==> src/hw/ccpt_pkg.sv <==
package ccpt_pkg;
    // Register indices; the byte address of each register is four times its index.
    localparam logic [7:0] IDX_TSC = 8'h51;
    localparam logic [7:0] IDX_CNT_HI = 8'h52;
    localparam logic [7:0] IDX_CNT_LO = 8'h53;
    localparam logic [7:0] IDX_MOD_HI = 8'h54;
    localparam logic [7:0] IDX_MOD_LO = 8'h55;
    localparam logic [7:0] IDX_SC0 = 8'h56;
    localparam logic [7:0] IDX_CH0_HI = 8'h57;
    localparam logic [7:0] IDX_CH0_LO = 8'h58;
    localparam logic [7:0] IDX_SC1 = 8'h59;
    localparam logic [7:0] IDX_CH1_HI = 8'h5A;
    localparam logic [7:0] IDX_CH1_LO = 8'h5B;

    // Field positions in the timer status and control register.
    localparam int TSC_FLAG = 7;
    localparam int TSC_IRQEN = 6;
    localparam int TSC_HALT = 5;
    localparam int TSC_CLEAR = 4;
    localparam int TSC_PS_HI = 2;
    localparam int TSC_PS_LO = 0;

    // Field positions in a channel status and control register.
    localparam int SC_FLAG = 7;
    localparam int SC_IRQEN = 6;
    localparam int SC_BUF = 5;
    localparam int SC_MSA = 4;
    localparam int SC_ELS_HI = 3;
    localparam int SC_ELS_LO = 2;
    localparam int SC_TOV = 1;
    localparam int SC_MAX = 0;

    // Reset values.
    localparam logic [15:0] MOD_RST = 16'hFFFF;
    localparam logic [15:0] CNT_RST = 16'h0000;
    localparam logic [2:0] PS_RST = 3'h0;
    localparam logic HALT_RST = 1'b1;
    localparam logic [6:0] SC_RST = 7'h00;

    // Clock select code for the external clock pin.
    localparam logic [2:0] PS_EXT = 3'h7;

    // Edge/level field encodings.
    localparam logic [1:0] ELS_OFF = 2'h0;
    localparam logic [1:0] ELS_RISE = 2'h1;
    localparam logic [1:0] ELS_FALL = 2'h2;
    localparam logic [1:0] ELS_ANY = 2'h3;
    localparam logic [1:0] ELS_TOGGLE = 2'h1;
    localparam logic [1:0] ELS_CLEAR = 2'h2;
    localparam logic [1:0] ELS_SET = 2'h3;
endpackage : ccpt_pkg

==> src/hw/ccpt_evflag.sv <==
`timescale 1ns/1ps
`default_nettype none
module ccpt_evflag (
    input wire logic clock,
    input wire logic rst_n,
    input wire logic event_set,
    input wire logic status_read,
    input wire logic status_write,
    input wire logic write_bit,
    output var logic flag_r
);
    logic arm_r;

    // A read that sees the flag set arms the clear; any new event disarms it.
    always_ff @(posedge clock) begin
        if (!rst_n) begin
            arm_r <= 1'b0;
        end else if (event_set) begin
            arm_r <= 1'b0;
        end else if (status_read && flag_r) begin
            arm_r <= 1'b1;
        end else if (status_write) begin
            arm_r <= 1'b0;
        end
    end

    always_ff @(posedge clock) begin
        if (!rst_n) begin
            flag_r <= 1'b0;
        end else if (event_set) begin
            flag_r <= 1'b1;
        end else if (status_write && !write_bit && arm_r) begin
            flag_r <= 1'b0;
        end
    end

    property p_set_wins;
        @(posedge clock) disable iff (!rst_n) event_set |=> flag_r;
    endproperty
    a_set_wins: assert property (p_set_wins) else $error("Event did not set the flag.");

    property p_no_blind_clear;
        @(posedge clock) disable iff (!rst_n) (flag_r && !arm_r) |=> flag_r;
    endproperty
    a_no_blind_clear: assert property (p_no_blind_clear) else $error("Flag cleared without a read.");

    property p_clear_seq;
        @(posedge clock) disable iff (!rst_n)
            (arm_r && status_write && !write_bit && !event_set) |=> !flag_r;
    endproperty
    a_clear_seq: assert property (p_clear_seq) else $error("Read then zero write did not clear.");

    property p_one_ignored;
        @(posedge clock) disable iff (!rst_n) (flag_r && status_write && write_bit) |=> flag_r;
    endproperty
    a_one_ignored: assert property (p_one_ignored) else $error("Writing one changed the flag.");
endmodule : ccpt_evflag
`default_nettype wire

==> src/hw/ccpt_timer.sv <==
// What this block does
// - Halt and clear written together stop the counter at zero.
// - Clock select picks bus clock divided 1 to 64, or external pin.
// - Counter high read latches low byte until low byte is read.
// - Reset and the clear control zero the counter.
// - Count equal to modulo sets wrap flag, restarts from zero.
// - Modulo high write suppresses wrap flag until low write; reset all ones.
// - Channel flag sets on capture edge or compare equality.
// - Channel flag clears by read-while-set then zero write; events win.
// - Channel interrupt request follows flag and channel enable.
// - Channel 0 buffered select disables channel 1 and frees its pin.
// - With edge/level off, mode bit A sets initial output level.
// - Capture on rising, falling or either edge.
// - Compare match toggles, clears or sets the output.
// - Edge/level off leaves the pin to port logic.
// - Toggle-on-overflow toggles compare output at each wrap.
// - Overflow toggle beats a coincident compare action.
// - Full-duty bit, with overflow toggle and clear-on-compare, forces constant high from the next period.
// - Clear-on-compare without overflow toggle or full-duty bit keeps output low.
// - Capture loads count; high read blocks captures until low read.
// - Channel high write blocks compares until low write.
// - Buffered mode swaps to the last written pair at each wrap.
// - Clear control resets counter and prescaler, reads zero; halt resets set.
// - Wrap flag clears by read-then-zero; wrap interrupt when enabled.
`timescale 1ns/1ps
`default_nettype none
module ccpt_timer
    import ccpt_pkg::*;
(
    input wire logic clock,
    input wire logic rst_n,
    input wire logic [9:0] avs_address,
    input wire logic avs_read,
    input wire logic avs_write,
    input wire logic [31:0] avs_writedata,
    input wire logic [3:0] avs_byteenable,
    output var logic [31:0] avs_readdata,
    output var logic avs_waitrequest,
    input wire logic ext_clock_pin,
    input wire logic [1:0] chan_pin_in,
    output var logic [1:0] chan_pin_out,
    output var logic [1:0] chan_pin_oe,
    output var logic wrap_irq,
    output var logic [1:0] chan_irq
);
    logic acc, rd_stb, wr_stb, clr, tick, tick_int, wrap_raw, wrap_evt, wrap_flag, buf_on;
    logic w_tsc, w_modh, w_modl, r_tsc, r_cnth, r_cntl;
    logic [7:0] idx, wdat, rsel;
    logic tsc_irqen_r, halt_r, mod_pend_r, lat_r, act_sel_r, last_wr_r;
    logic [2:0] ps_r;
    logic [5:0] presc_r, pmask;
    logic [15:0] cnt_r, cnt_nxt, mod_r;
    logic [7:0] lat_lo_r;
    logic [2:0] sync1_r, sync2_r, sync3_r, stable_r, stable_d_r, rise_v, fall_v;
    logic [6:0] sc_r [2];
    logic [15:0] val_r [2];
    logic [1:0] ch_flag, ch_evt, cmp_blk_r, cap_blk_r, out_r, maxeff_r, cmp_on, full_on, w_chh, w_chl;

    // Bus strobes: one access per request, answered one cycle later.
    assign acc = (avs_read || avs_write) && avs_waitrequest;
    assign rd_stb = acc && avs_read;
    assign wr_stb = acc && avs_write && avs_byteenable[0];
    assign idx = avs_address[9:2];
    assign wdat = avs_writedata[7:0];
    assign w_tsc = wr_stb && (idx == IDX_TSC);
    assign w_modh = wr_stb && (idx == IDX_MOD_HI);
    assign w_modl = wr_stb && (idx == IDX_MOD_LO);
    assign r_tsc = rd_stb && (idx == IDX_TSC);
    assign r_cnth = rd_stb && (idx == IDX_CNT_HI);
    assign r_cntl = rd_stb && (idx == IDX_CNT_LO);
    assign clr = w_tsc && wdat[TSC_CLEAR];
    assign buf_on = sc_r[0][SC_BUF];

    // Waitrequest drops for one cycle with the read data of the taken access.
    always_ff @(posedge clock) begin
        if (!rst_n) begin
            avs_waitrequest <= 1'b1;
            avs_readdata <= 32'h00000000;
        end else if (acc) begin
            avs_waitrequest <= 1'b0;
            avs_readdata <= {24'h000000, rsel};
        end else begin
            avs_waitrequest <= 1'b1;
        end
    end

    // Byte-wide read mux; unmapped indices read zero.
    always_comb begin
        rsel = 8'h00;
        case (idx)
            IDX_TSC: rsel = {wrap_flag, tsc_irqen_r, halt_r, 2'h0, ps_r};
            IDX_CNT_HI: rsel = cnt_r[15:8];
            IDX_CNT_LO: rsel = lat_r ? lat_lo_r : cnt_r[7:0];
            IDX_MOD_HI: rsel = mod_r[15:8];
            IDX_MOD_LO: rsel = mod_r[7:0];
            IDX_SC0: rsel = {ch_flag[0], sc_r[0]};
            IDX_CH0_HI: rsel = val_r[0][15:8];
            IDX_CH0_LO: rsel = val_r[0][7:0];
            IDX_SC1: rsel = {ch_flag[1], sc_r[1]};
            IDX_CH1_HI: rsel = val_r[1][15:8];
            IDX_CH1_LO: rsel = val_r[1][7:0];
            default: rsel = 8'h00;
        endcase
    end

    // Halt resets set; clock select resets cleared.
    always_ff @(posedge clock) begin
        if (!rst_n) begin
            tsc_irqen_r <= 1'b0;
            halt_r <= HALT_RST;
            ps_r <= PS_RST;
        end else if (w_tsc) begin
            tsc_irqen_r <= wdat[TSC_IRQEN];
            halt_r <= wdat[TSC_HALT];
            ps_r <= wdat[TSC_PS_HI:TSC_PS_LO];
        end
    end

    // Three-stage pin synchronisers; a level counts once stages two and three agree.
    always_ff @(posedge clock) begin
        if (!rst_n) begin
            sync1_r <= 3'h0;
            sync2_r <= 3'h0;
            sync3_r <= 3'h0;
            stable_r <= 3'h0;
            stable_d_r <= 3'h0;
        end else begin
            sync1_r <= {chan_pin_in, ext_clock_pin};
            sync2_r <= sync1_r;
            sync3_r <= sync2_r;
            stable_r <= (sync2_r & sync3_r) | (stable_r & (sync2_r ^ sync3_r));
            stable_d_r <= stable_r;
        end
    end
    assign rise_v = stable_r & ~stable_d_r;
    assign fall_v = ~stable_r & stable_d_r;

    // Prescaler tap or external clock edge.
    assign pmask = 6'((7'h01 << ps_r) - 7'h01);
    assign tick_int = ((presc_r & pmask) == pmask);
    assign tick = !halt_r && !clr && ((ps_r == PS_EXT) ? rise_v[0] : tick_int);

    // Prescaler runs while not halted and is zeroed by the clear control.
    always_ff @(posedge clock) begin
        if (!rst_n || clr) begin
            presc_r <= 6'h00;
        end else if (!halt_r) begin
            presc_r <= 6'(presc_r + 6'h01);
        end
    end

    // Wrap at modulo and restart from zero.
    assign wrap_raw = tick && (cnt_r == mod_r);
    assign cnt_nxt = (cnt_r == mod_r) ? CNT_RST : 16'(cnt_r + 16'h0001);
    // Wrap flag held off while the modulo high byte is pending.
    assign wrap_evt = wrap_raw && !mod_pend_r;

    // Counter cleared by reset and by the clear control.
    always_ff @(posedge clock) begin
        if (!rst_n || clr) begin
            cnt_r <= CNT_RST;
        end else if (tick) begin
            cnt_r <= cnt_nxt;
        end
    end

    // Modulo resets to all ones and pends between byte writes.
    always_ff @(posedge clock) begin
        if (!rst_n) begin
            mod_r <= MOD_RST;
            mod_pend_r <= 1'b0;
        end else if (w_modh) begin
            mod_r[15:8] <= wdat;
            mod_pend_r <= 1'b1;
        end else if (w_modl) begin
            mod_r[7:0] <= wdat;
            mod_pend_r <= 1'b0;
        end
    end

    // Low byte latched by the first high read, released by a low read.
    always_ff @(posedge clock) begin
        if (!rst_n) begin
            lat_r <= 1'b0;
            lat_lo_r <= 8'h00;
        end else if (r_cnth && !lat_r) begin
            lat_r <= 1'b1;
            lat_lo_r <= cnt_r[7:0];
        end else if (r_cntl) begin
            lat_r <= 1'b0;
        end
    end

    ccpt_evflag u_wrap_flag (
        .clock(clock),
        .rst_n(rst_n),
        .event_set(wrap_evt),
        .status_read(r_tsc),
        .status_write(w_tsc),
        .write_bit(wdat[TSC_FLAG]),
        .flag_r(wrap_flag)
    );

    // Buffered pair selection follows the last written pair at each wrap.
    always_ff @(posedge clock) begin
        if (!rst_n) begin
            last_wr_r <= 1'b0;
            act_sel_r <= 1'b0;
        end else begin
            if (w_chh[0] || w_chl[0]) begin
                last_wr_r <= 1'b0;
            end else if (w_chh[1] || w_chl[1]) begin
                last_wr_r <= 1'b1;
            end
            if (!buf_on) begin
                act_sel_r <= 1'b0;
            end else if (wrap_raw) begin
                act_sel_r <= last_wr_r;
            end
        end
    end

    for (genvar x = 0; x < 2; x++) begin : g_chan
        localparam logic [7:0] I_SC = (x == 0) ? IDX_SC0 : IDX_SC1;
        localparam logic [7:0] I_HI = (x == 0) ? IDX_CH0_HI : IDX_CH1_HI;
        localparam logic [7:0] I_LO = (x == 0) ? IDX_CH0_LO : IDX_CH1_LO;
        logic en, cap_mode, is_cap, is_cmp, edge_hit, cap_evt, match, blk, pair1;
        logic [1:0] els;
        logic [15:0] cmpv;

        // Channel 1 is off while channel 0 runs buffered.
        assign en = (x == 0) || !buf_on;
        assign els = sc_r[x][SC_ELS_HI:SC_ELS_LO];
        assign cap_mode = !sc_r[x][SC_BUF] && !sc_r[x][SC_MSA];
        assign is_cap = en && (els != ELS_OFF) && cap_mode;
        assign is_cmp = en && (els != ELS_OFF) && !cap_mode;
        assign w_chh[x] = wr_stb && (idx == I_HI);
        assign w_chl[x] = wr_stb && (idx == I_LO);
        assign pair1 = (x == 0) && buf_on && act_sel_r;
        assign cmpv = pair1 ? val_r[1] : val_r[x];
        assign blk = pair1 ? cmp_blk_r[1] : cmp_blk_r[x];

        assign edge_hit = ((els == ELS_RISE) && rise_v[x + 1]) || ((els == ELS_FALL) && fall_v[x + 1])
            || ((els == ELS_ANY) && (rise_v[x + 1] || fall_v[x + 1]));
        // Captures blocked by a pending high read and by halt.
        assign cap_evt = is_cap && edge_hit && !cap_blk_r[x] && !halt_r;
        // Compares blocked by a pending high write.
        assign match = is_cmp && tick && (cnt_nxt == cmpv) && !blk;
        // Channel event from capture or compare.
        assign ch_evt[x] = cap_evt || match;
        assign cmp_on[x] = is_cmp;
        assign full_on[x] = is_cmp && sc_r[x][SC_TOV] && (els == ELS_CLEAR) && maxeff_r[x];

        // Channel controls; writes to channel 1 dropped while disabled.
        always_ff @(posedge clock) begin
            if (!rst_n) begin
                sc_r[x] <= SC_RST;
            end else if (wr_stb && (idx == I_SC) && en) begin
                sc_r[x] <= {wdat[SC_IRQEN], (x == 0) ? wdat[SC_BUF] : 1'b0, wdat[SC_MSA:SC_MAX]};
            end
        end

        ccpt_evflag u_chan_flag (
            .clock(clock),
            .rst_n(rst_n),
            .event_set(ch_evt[x]),
            .status_read(rd_stb && (idx == I_SC)),
            .status_write(wr_stb && (idx == I_SC) && en),
            .write_bit(wdat[SC_FLAG]),
            .flag_r(ch_flag[x])
        );

        // Channel value takes the count on capture; contents undefined after reset.
        always_ff @(posedge clock) begin
            if (cap_evt) begin
                val_r[x] <= cnt_r;
            end else if (w_chh[x]) begin
                val_r[x][15:8] <= wdat;
            end else if (w_chl[x]) begin
                val_r[x][7:0] <= wdat;
            end
        end

        always_ff @(posedge clock) begin
            if (!rst_n) begin
                cap_blk_r[x] <= 1'b0;
                cmp_blk_r[x] <= 1'b0;
            end else begin
                if (rd_stb && (idx == I_HI) && cap_mode) begin
                    cap_blk_r[x] <= 1'b1;
                end else if (rd_stb && (idx == I_LO)) begin
                    cap_blk_r[x] <= 1'b0;
                end
                if (w_chh[x] && !cap_mode) begin
                    cmp_blk_r[x] <= 1'b1;
                end else if (w_chl[x]) begin
                    cmp_blk_r[x] <= 1'b0;
                end
            end
        end

        // Full-duty request sampled at each wrap.
        always_ff @(posedge clock) begin
            if (!rst_n) begin
                maxeff_r[x] <= 1'b0;
            end else if (wrap_raw) begin
                maxeff_r[x] <= sc_r[x][SC_MAX];
            end
        end

        // Channel output level.
        always_ff @(posedge clock) begin
            if (!rst_n) begin
                out_r[x] <= 1'b0;
            end else if (els == ELS_OFF) begin
                out_r[x] <= !sc_r[x][SC_MSA];
            end else if (is_cmp) begin
                if (full_on[x]) begin
                    out_r[x] <= 1'b1;
                end else if ((els == ELS_CLEAR) && !sc_r[x][SC_TOV] && !sc_r[x][SC_MAX]) begin
                    out_r[x] <= 1'b0;
                end else if (wrap_raw && sc_r[x][SC_TOV]) begin
                    out_r[x] <= !out_r[x];
                end else if (match) begin
                    case (els)
                        ELS_TOGGLE: out_r[x] <= !out_r[x];
                        ELS_CLEAR: out_r[x] <= 1'b0;
                        ELS_SET: out_r[x] <= 1'b1;
                        default: out_r[x] <= out_r[x];
                    endcase
                end
            end
        end
    end

    always_ff @(posedge clock) begin
        if (!rst_n) begin
            chan_pin_out <= 2'h0;
            chan_pin_oe <= 2'h0;
            chan_irq <= 2'h0;
            wrap_irq <= 1'b0;
        end else begin
            chan_pin_out <= out_r;
            chan_pin_oe <= cmp_on;
            chan_irq <= ch_flag & {sc_r[1][SC_IRQEN] && !buf_on, sc_r[0][SC_IRQEN]};
            wrap_irq <= wrap_flag && tsc_irqen_r;
        end
    end

    property p_halt_clear;
        @(posedge clock) disable iff (!rst_n)
            (w_tsc && wdat[TSC_HALT] && wdat[TSC_CLEAR]) |=> (cnt_r == 16'h0000) [*2];
    endproperty
    a_halt_clear: assert property (p_halt_clear) else $error("Halt with clear did not hold zero.");

    property p_div2;
        @(posedge clock) disable iff (!rst_n) (tick && (ps_r == 3'h1) && !w_tsc) |=> !tick;
    endproperty
    a_div2: assert property (p_div2) else $error("Divide by two ticked twice in a row.");

    property p_latch_hold;
        @(posedge clock) disable iff (!rst_n) (lat_r && !r_cntl) |=> (lat_r && $stable(lat_lo_r));
    endproperty
    a_latch_hold: assert property (p_latch_hold) else $error("Latched low byte changed.");

    property p_clear;
        @(posedge clock) disable iff (!rst_n) clr |=> (cnt_r == 16'h0000);
    endproperty
    a_clear: assert property (p_clear) else $error("Clear did not zero the counter.");

    property p_wrap;
        @(posedge clock) disable iff (!rst_n)
            (tick && (cnt_r == mod_r) && !mod_pend_r) |=> ((cnt_r == 16'h0000) && wrap_flag);
    endproperty
    a_wrap: assert property (p_wrap) else $error("Wrap did not restart and flag.");

    property p_mod_pend;
        @(posedge clock) disable iff (!rst_n) (mod_pend_r && !wrap_flag) |=> !wrap_flag;
    endproperty
    a_mod_pend: assert property (p_mod_pend) else $error("Wrap flag set while modulo pending.");

    property p_irq;
        @(posedge clock) disable iff (!rst_n) (ch_flag[0] && sc_r[0][SC_IRQEN]) |=> chan_irq[0];
    endproperty
    a_irq: assert property (p_irq) else $error("Channel interrupt missing.");

    property p_full;
        @(posedge clock) disable iff (!rst_n) full_on[0] |=> out_r[0] ##1 chan_pin_out[0];
    endproperty
    a_full: assert property (p_full) else $error("Full duty output not high.");

    property p_ch1_off;
        @(posedge clock) disable iff (!rst_n) buf_on |=> (!chan_pin_oe[1] && !chan_irq[1]);
    endproperty
    a_ch1_off: assert property (p_ch1_off) else $error("Channel 1 active in buffered mode.");

    c_wrap: cover property (@(posedge clock) disable iff (!rst_n) wrap_evt);
    c_capture: cover property (@(posedge clock) disable iff (!rst_n) ch_evt[0] && !cmp_on[0]);
    c_swap: cover property (@(posedge clock) disable iff (!rst_n) $rose(act_sel_r));
    c_full: cover property (@(posedge clock) disable iff (!rst_n) full_on[0]);
endmodule : ccpt_timer
`default_nettype wire

==> config.mk <==
export PLATFORM = sky130hd
export DESIGN_NAME = ccpt_timer
export DESIGN_NICKNAME = d
export VERILOG_FILES = /design/src/hw/ccpt_pkg.sv /design/src/hw/ccpt_evflag.sv /design/src/hw/ccpt_timer.sv
export SDC_FILE = /design/constraint.sdc
export NUM_CORES = 1
export LEC_CHECK = 0
export BUFFER_PORTS_ARGS = -buffer_cell sky130_fd_sc_hd__clkbuf_2
export CAP_MARGIN = 10
export CORE_ASPECT_RATIO = 0.6
export CORE_UTILIZATION = 50
export CTS_CLUSTER_SIZE = 16
export DETAILED_ROUTE_END_ITERATION = 10
export PLACE_DENSITY = 0.7
export SYNTH_ARGS = -nofsm -noshare
export SYNTH_HDL_FRONTEND = slang
export SYNTH_HIERARCHICAL = 1
export SYNTH_SLANG_ARGS = --single-unit
==> constraint.sdc <==
create_clock -name clock -period 4.3 [get_ports clock]
set_input_delay 0.215 -clock clock [delete_from_list [all_inputs] [get_ports clock]]
set_output_delay 0.215 -clock clock [all_outputs]
set_load 0.05 [all_outputs]
==> impl_results.md <==
* Status: complete, no violations
* CTS resizes at 0
* Initial drt markers at around 1100
* Number of antenna diodes at 0
* Max Root-Sink Buffers at 2
* Leak Pwr at ~3.8 nW
* Setup Crit Path Kind: reg2reg
* Cell variety after synth at between 90 and 100
* Port bufs at 39
* Max Fclk at 0.284 GHz
* Post-CTS Setup Inserts at 0
* Sw Ratio at ~26%
* Placed cells at 1189
* Antenna-violating nets left at 0
* Slew Viols, Final at 0
* Hold path depth at 3
* Clk sinks at between 100 and 150
* Final std cells w/o fill at about 1200
* Clk_lat worst skew at about 430 ps
* H-tree depth at 4
* CTS tree: yes
* DR vias/cell at about 6.4
* Nets at 1040
* Top post-synthesis cells by area: dfxtp_1 23%, edfxtp_1 15%, nand2_1 4.7%
* Seq cells post-synth at between 100 and 150
* Hold slack at 119 ps
* Height of the die at between 100 and 150 µm
* # fillers at about 1600
* Max Cap Viol at 0
* TNS Setup at 0 ps
* Clock-pin slew on the worst setup and hold paths at roughly 60 ps
* CTS buffer count at 17
* Peak supply drop at ~0.26 mV
* Core area at 17100 µm²
* Placed wire-length estimate at about 22000 µm
* Seq/Total Area, Yosys at between 30% and 40%
* Nature of the critical path endpoint: flop
* GR peak layer: met1
* First-pass GRT wire length at 43700 µm
* Via count at between 7000 and 8000
* Row count at 37
* Met3 Use GR at 15.6%
* Combinational Power Share at 6.6%
* Pin count of the biggest net entering global routing at 68
* Crit share post-route at slightly above 80%
* Required time of the worst setup path at between 4000 and 5000 ps
* Fin crit period at around 3500 ps
* Mapped cell area at ~8800 µm²
* Crit path DAT at between 3000 and 4000 ps
* Synth top area share at between 20% and 30%
* R2R depth at 9
* Placed Instance Area at between 9000 and 10000 µm²
* Initial core utilization at 51.2%
* Root buffer cell: clkbuf_16
* Design area at about 9600 µm²
* Worst Path Max Fanout at 16
* Pre-antenna DRT Iters at 6
* GRT Total Usage at ~33%
* RSZ-0062 raised after global routing: no
* Grt met1 use at between 50% and 60%
* Flop pwr share at between 40% and 50%
* DR DRC count at 0
* Final number of hold-violating endpoints at 0
* Final setup fails at 0
* Sw Pwr at slightly below 800 µW
* CP startpoint: cnt_r[2]
* Worst slew margin at 29.8%
* PwrDens at 317 nW/µm²
* DIE AREA at between 15000 and 20000 µm²
* Clk pwr share at a little under half
* GRT overflow at 0
* Int Power at ~2.3 mW
* Hold Startpoint: avs_read
* # IOs at between 90 and 100
* Layout area overhead at 9.44%
* Mapped Cells at 950
* Initial antenna violation count at 1
* Hold WC Path Type: in2reg
* Async set-reset flop share out of synthesis at 0%
* FF-to-FF Start: cnt_r[2]
* Startpoint types: flop
* Largest area contributor in the netlist: dfxtp_1
* Met2 Usage GRT at 40.9%
* Number of global-route vias before repair at 6916
* Share of cells above drive strength 1 at between 10% and 20%
* Mapped Avg Cell Area at approximately 9 µm²
* Leading cell type in the layout, fill and taps excluded: nand2_1
* Worst Max-Slew Pin Slew at 1050 ps
* Top_reg_cell synth: dfxtp_1
* Routability cong. at between 1 and 1.5
* Setup Skew at 6.02 ps
* YS warnings at 6
* Most frequent cells in the layout: 109 x nand2_1, 100 x dfxtp_1, 79 x nor2_1
* Number of synthesized flops with an enable pin at 45
* Post-layout util at around 56%
* Die Width at between 150 and 200 µm
* Total wire length at 29800 µm
* Average routed wire per standard cell at between 20 and 25 µm
## cell families after synthesis
family	count (synthesis)	synth area share, %
adder cells (fa/ha/maj)	9	1.28
multiplexers	67	8.08
XOR/XNOR	33	4.58
flip-flops	145	38.2
AO/OA/AOI/OAI	220	17.3
AND/OR/NAND/NOR	376	23.9
other	1	0.0427
buffers and inverters	99	6.57
## final cells by class
cell class	count	area [µm²]	share of cell area, %
well taps	234	293	3.05
clock inverters	14	118	1.22
multi-input cells	729	4940	51.4
flip-flops and latches	145	3350	34.9
inverters	20	75.1	0.782
clock buffers	18	429	4.47
repair buffers	65	398	4.14
## stage by stage
stage	power, mW	setup slack (ps)
4_1_cts	3.04	901
2_1_floorplan	1.61	1620
3_3_place_gp	1.66	984
6_report	3.04	783
5_1_grt	3.11	515
3_5_place_dp	1.66	920
## registers in the layout, indices dropped and copies added, names as in the netlist, 6 cells and up
register,count
lat_lo_r,8
val_r,32
presc_r,6
mod_r,16
cnt_r,16
sc_r,13
avs_readdata,8
## critical path, cell delays in order (launching register included)
cell and delay, ps:
dfxtp_1 850, nand3_2 430, o21ai_0 440, nand2_1 200, and4_1 240, o311ai_1 460
a211oi_1 150, a21bo_2 270, nor4bb_1 290, nor2_1 70
## final timing paths
check	end	slack, ps
worst min register to register	sync2_r[2]	430
worst min-delay path	cap_blk_r[0]	120
worst max-delay path	g_chan[1].u_chan_flag/flag_r	780
worst max register to register	g_chan[1].u_chan_flag/flag_r	780
## Yosys cell counts, drive strengths merged, types with 10 or more instances
library cell    n
nand3          37
edfxtp         45
mux2           31
inv            20
nand2b         15
nor3           21
clkbuf         30
xnor2          25
buf            49
o21ai          62
and3           24
a31oi          10
nor2           81
and2           15
mux2i          36
nand4          16
a21oi          43
nor4           17
dfxtp         100
nand2         110
a22oi          19
## layer usage
| metal | vias up | share of wire (%) |
|---|---|---|
| met5 | - | 0 |
| met4 | 0 | 1.6 |
| met3 | 52 | 17 |
| met2 | 567 | 37 |
| met1 | 3751 | 44 |
| li1 | 3523 | - |
## power by group through the flow
stage,Combinational (mW),Clock [mW],Sequential [mW]
after CTS,0.196,1.41,1.44
after floorplan,0.124,0,1.49
after detailed placement,0.193,0,1.47
after global placement,0.193,0,1.47
final,0.202,1.40,1.44
after global routing,0.209,1.47,1.44
## repair_timing
item                                    4_1_cts  5_1_grt
hold buffers                                  3        0
endpoints found under the hold margin         3        0
endpoints found under the setup margin        0        0
(Power assumes the default switching activity.)
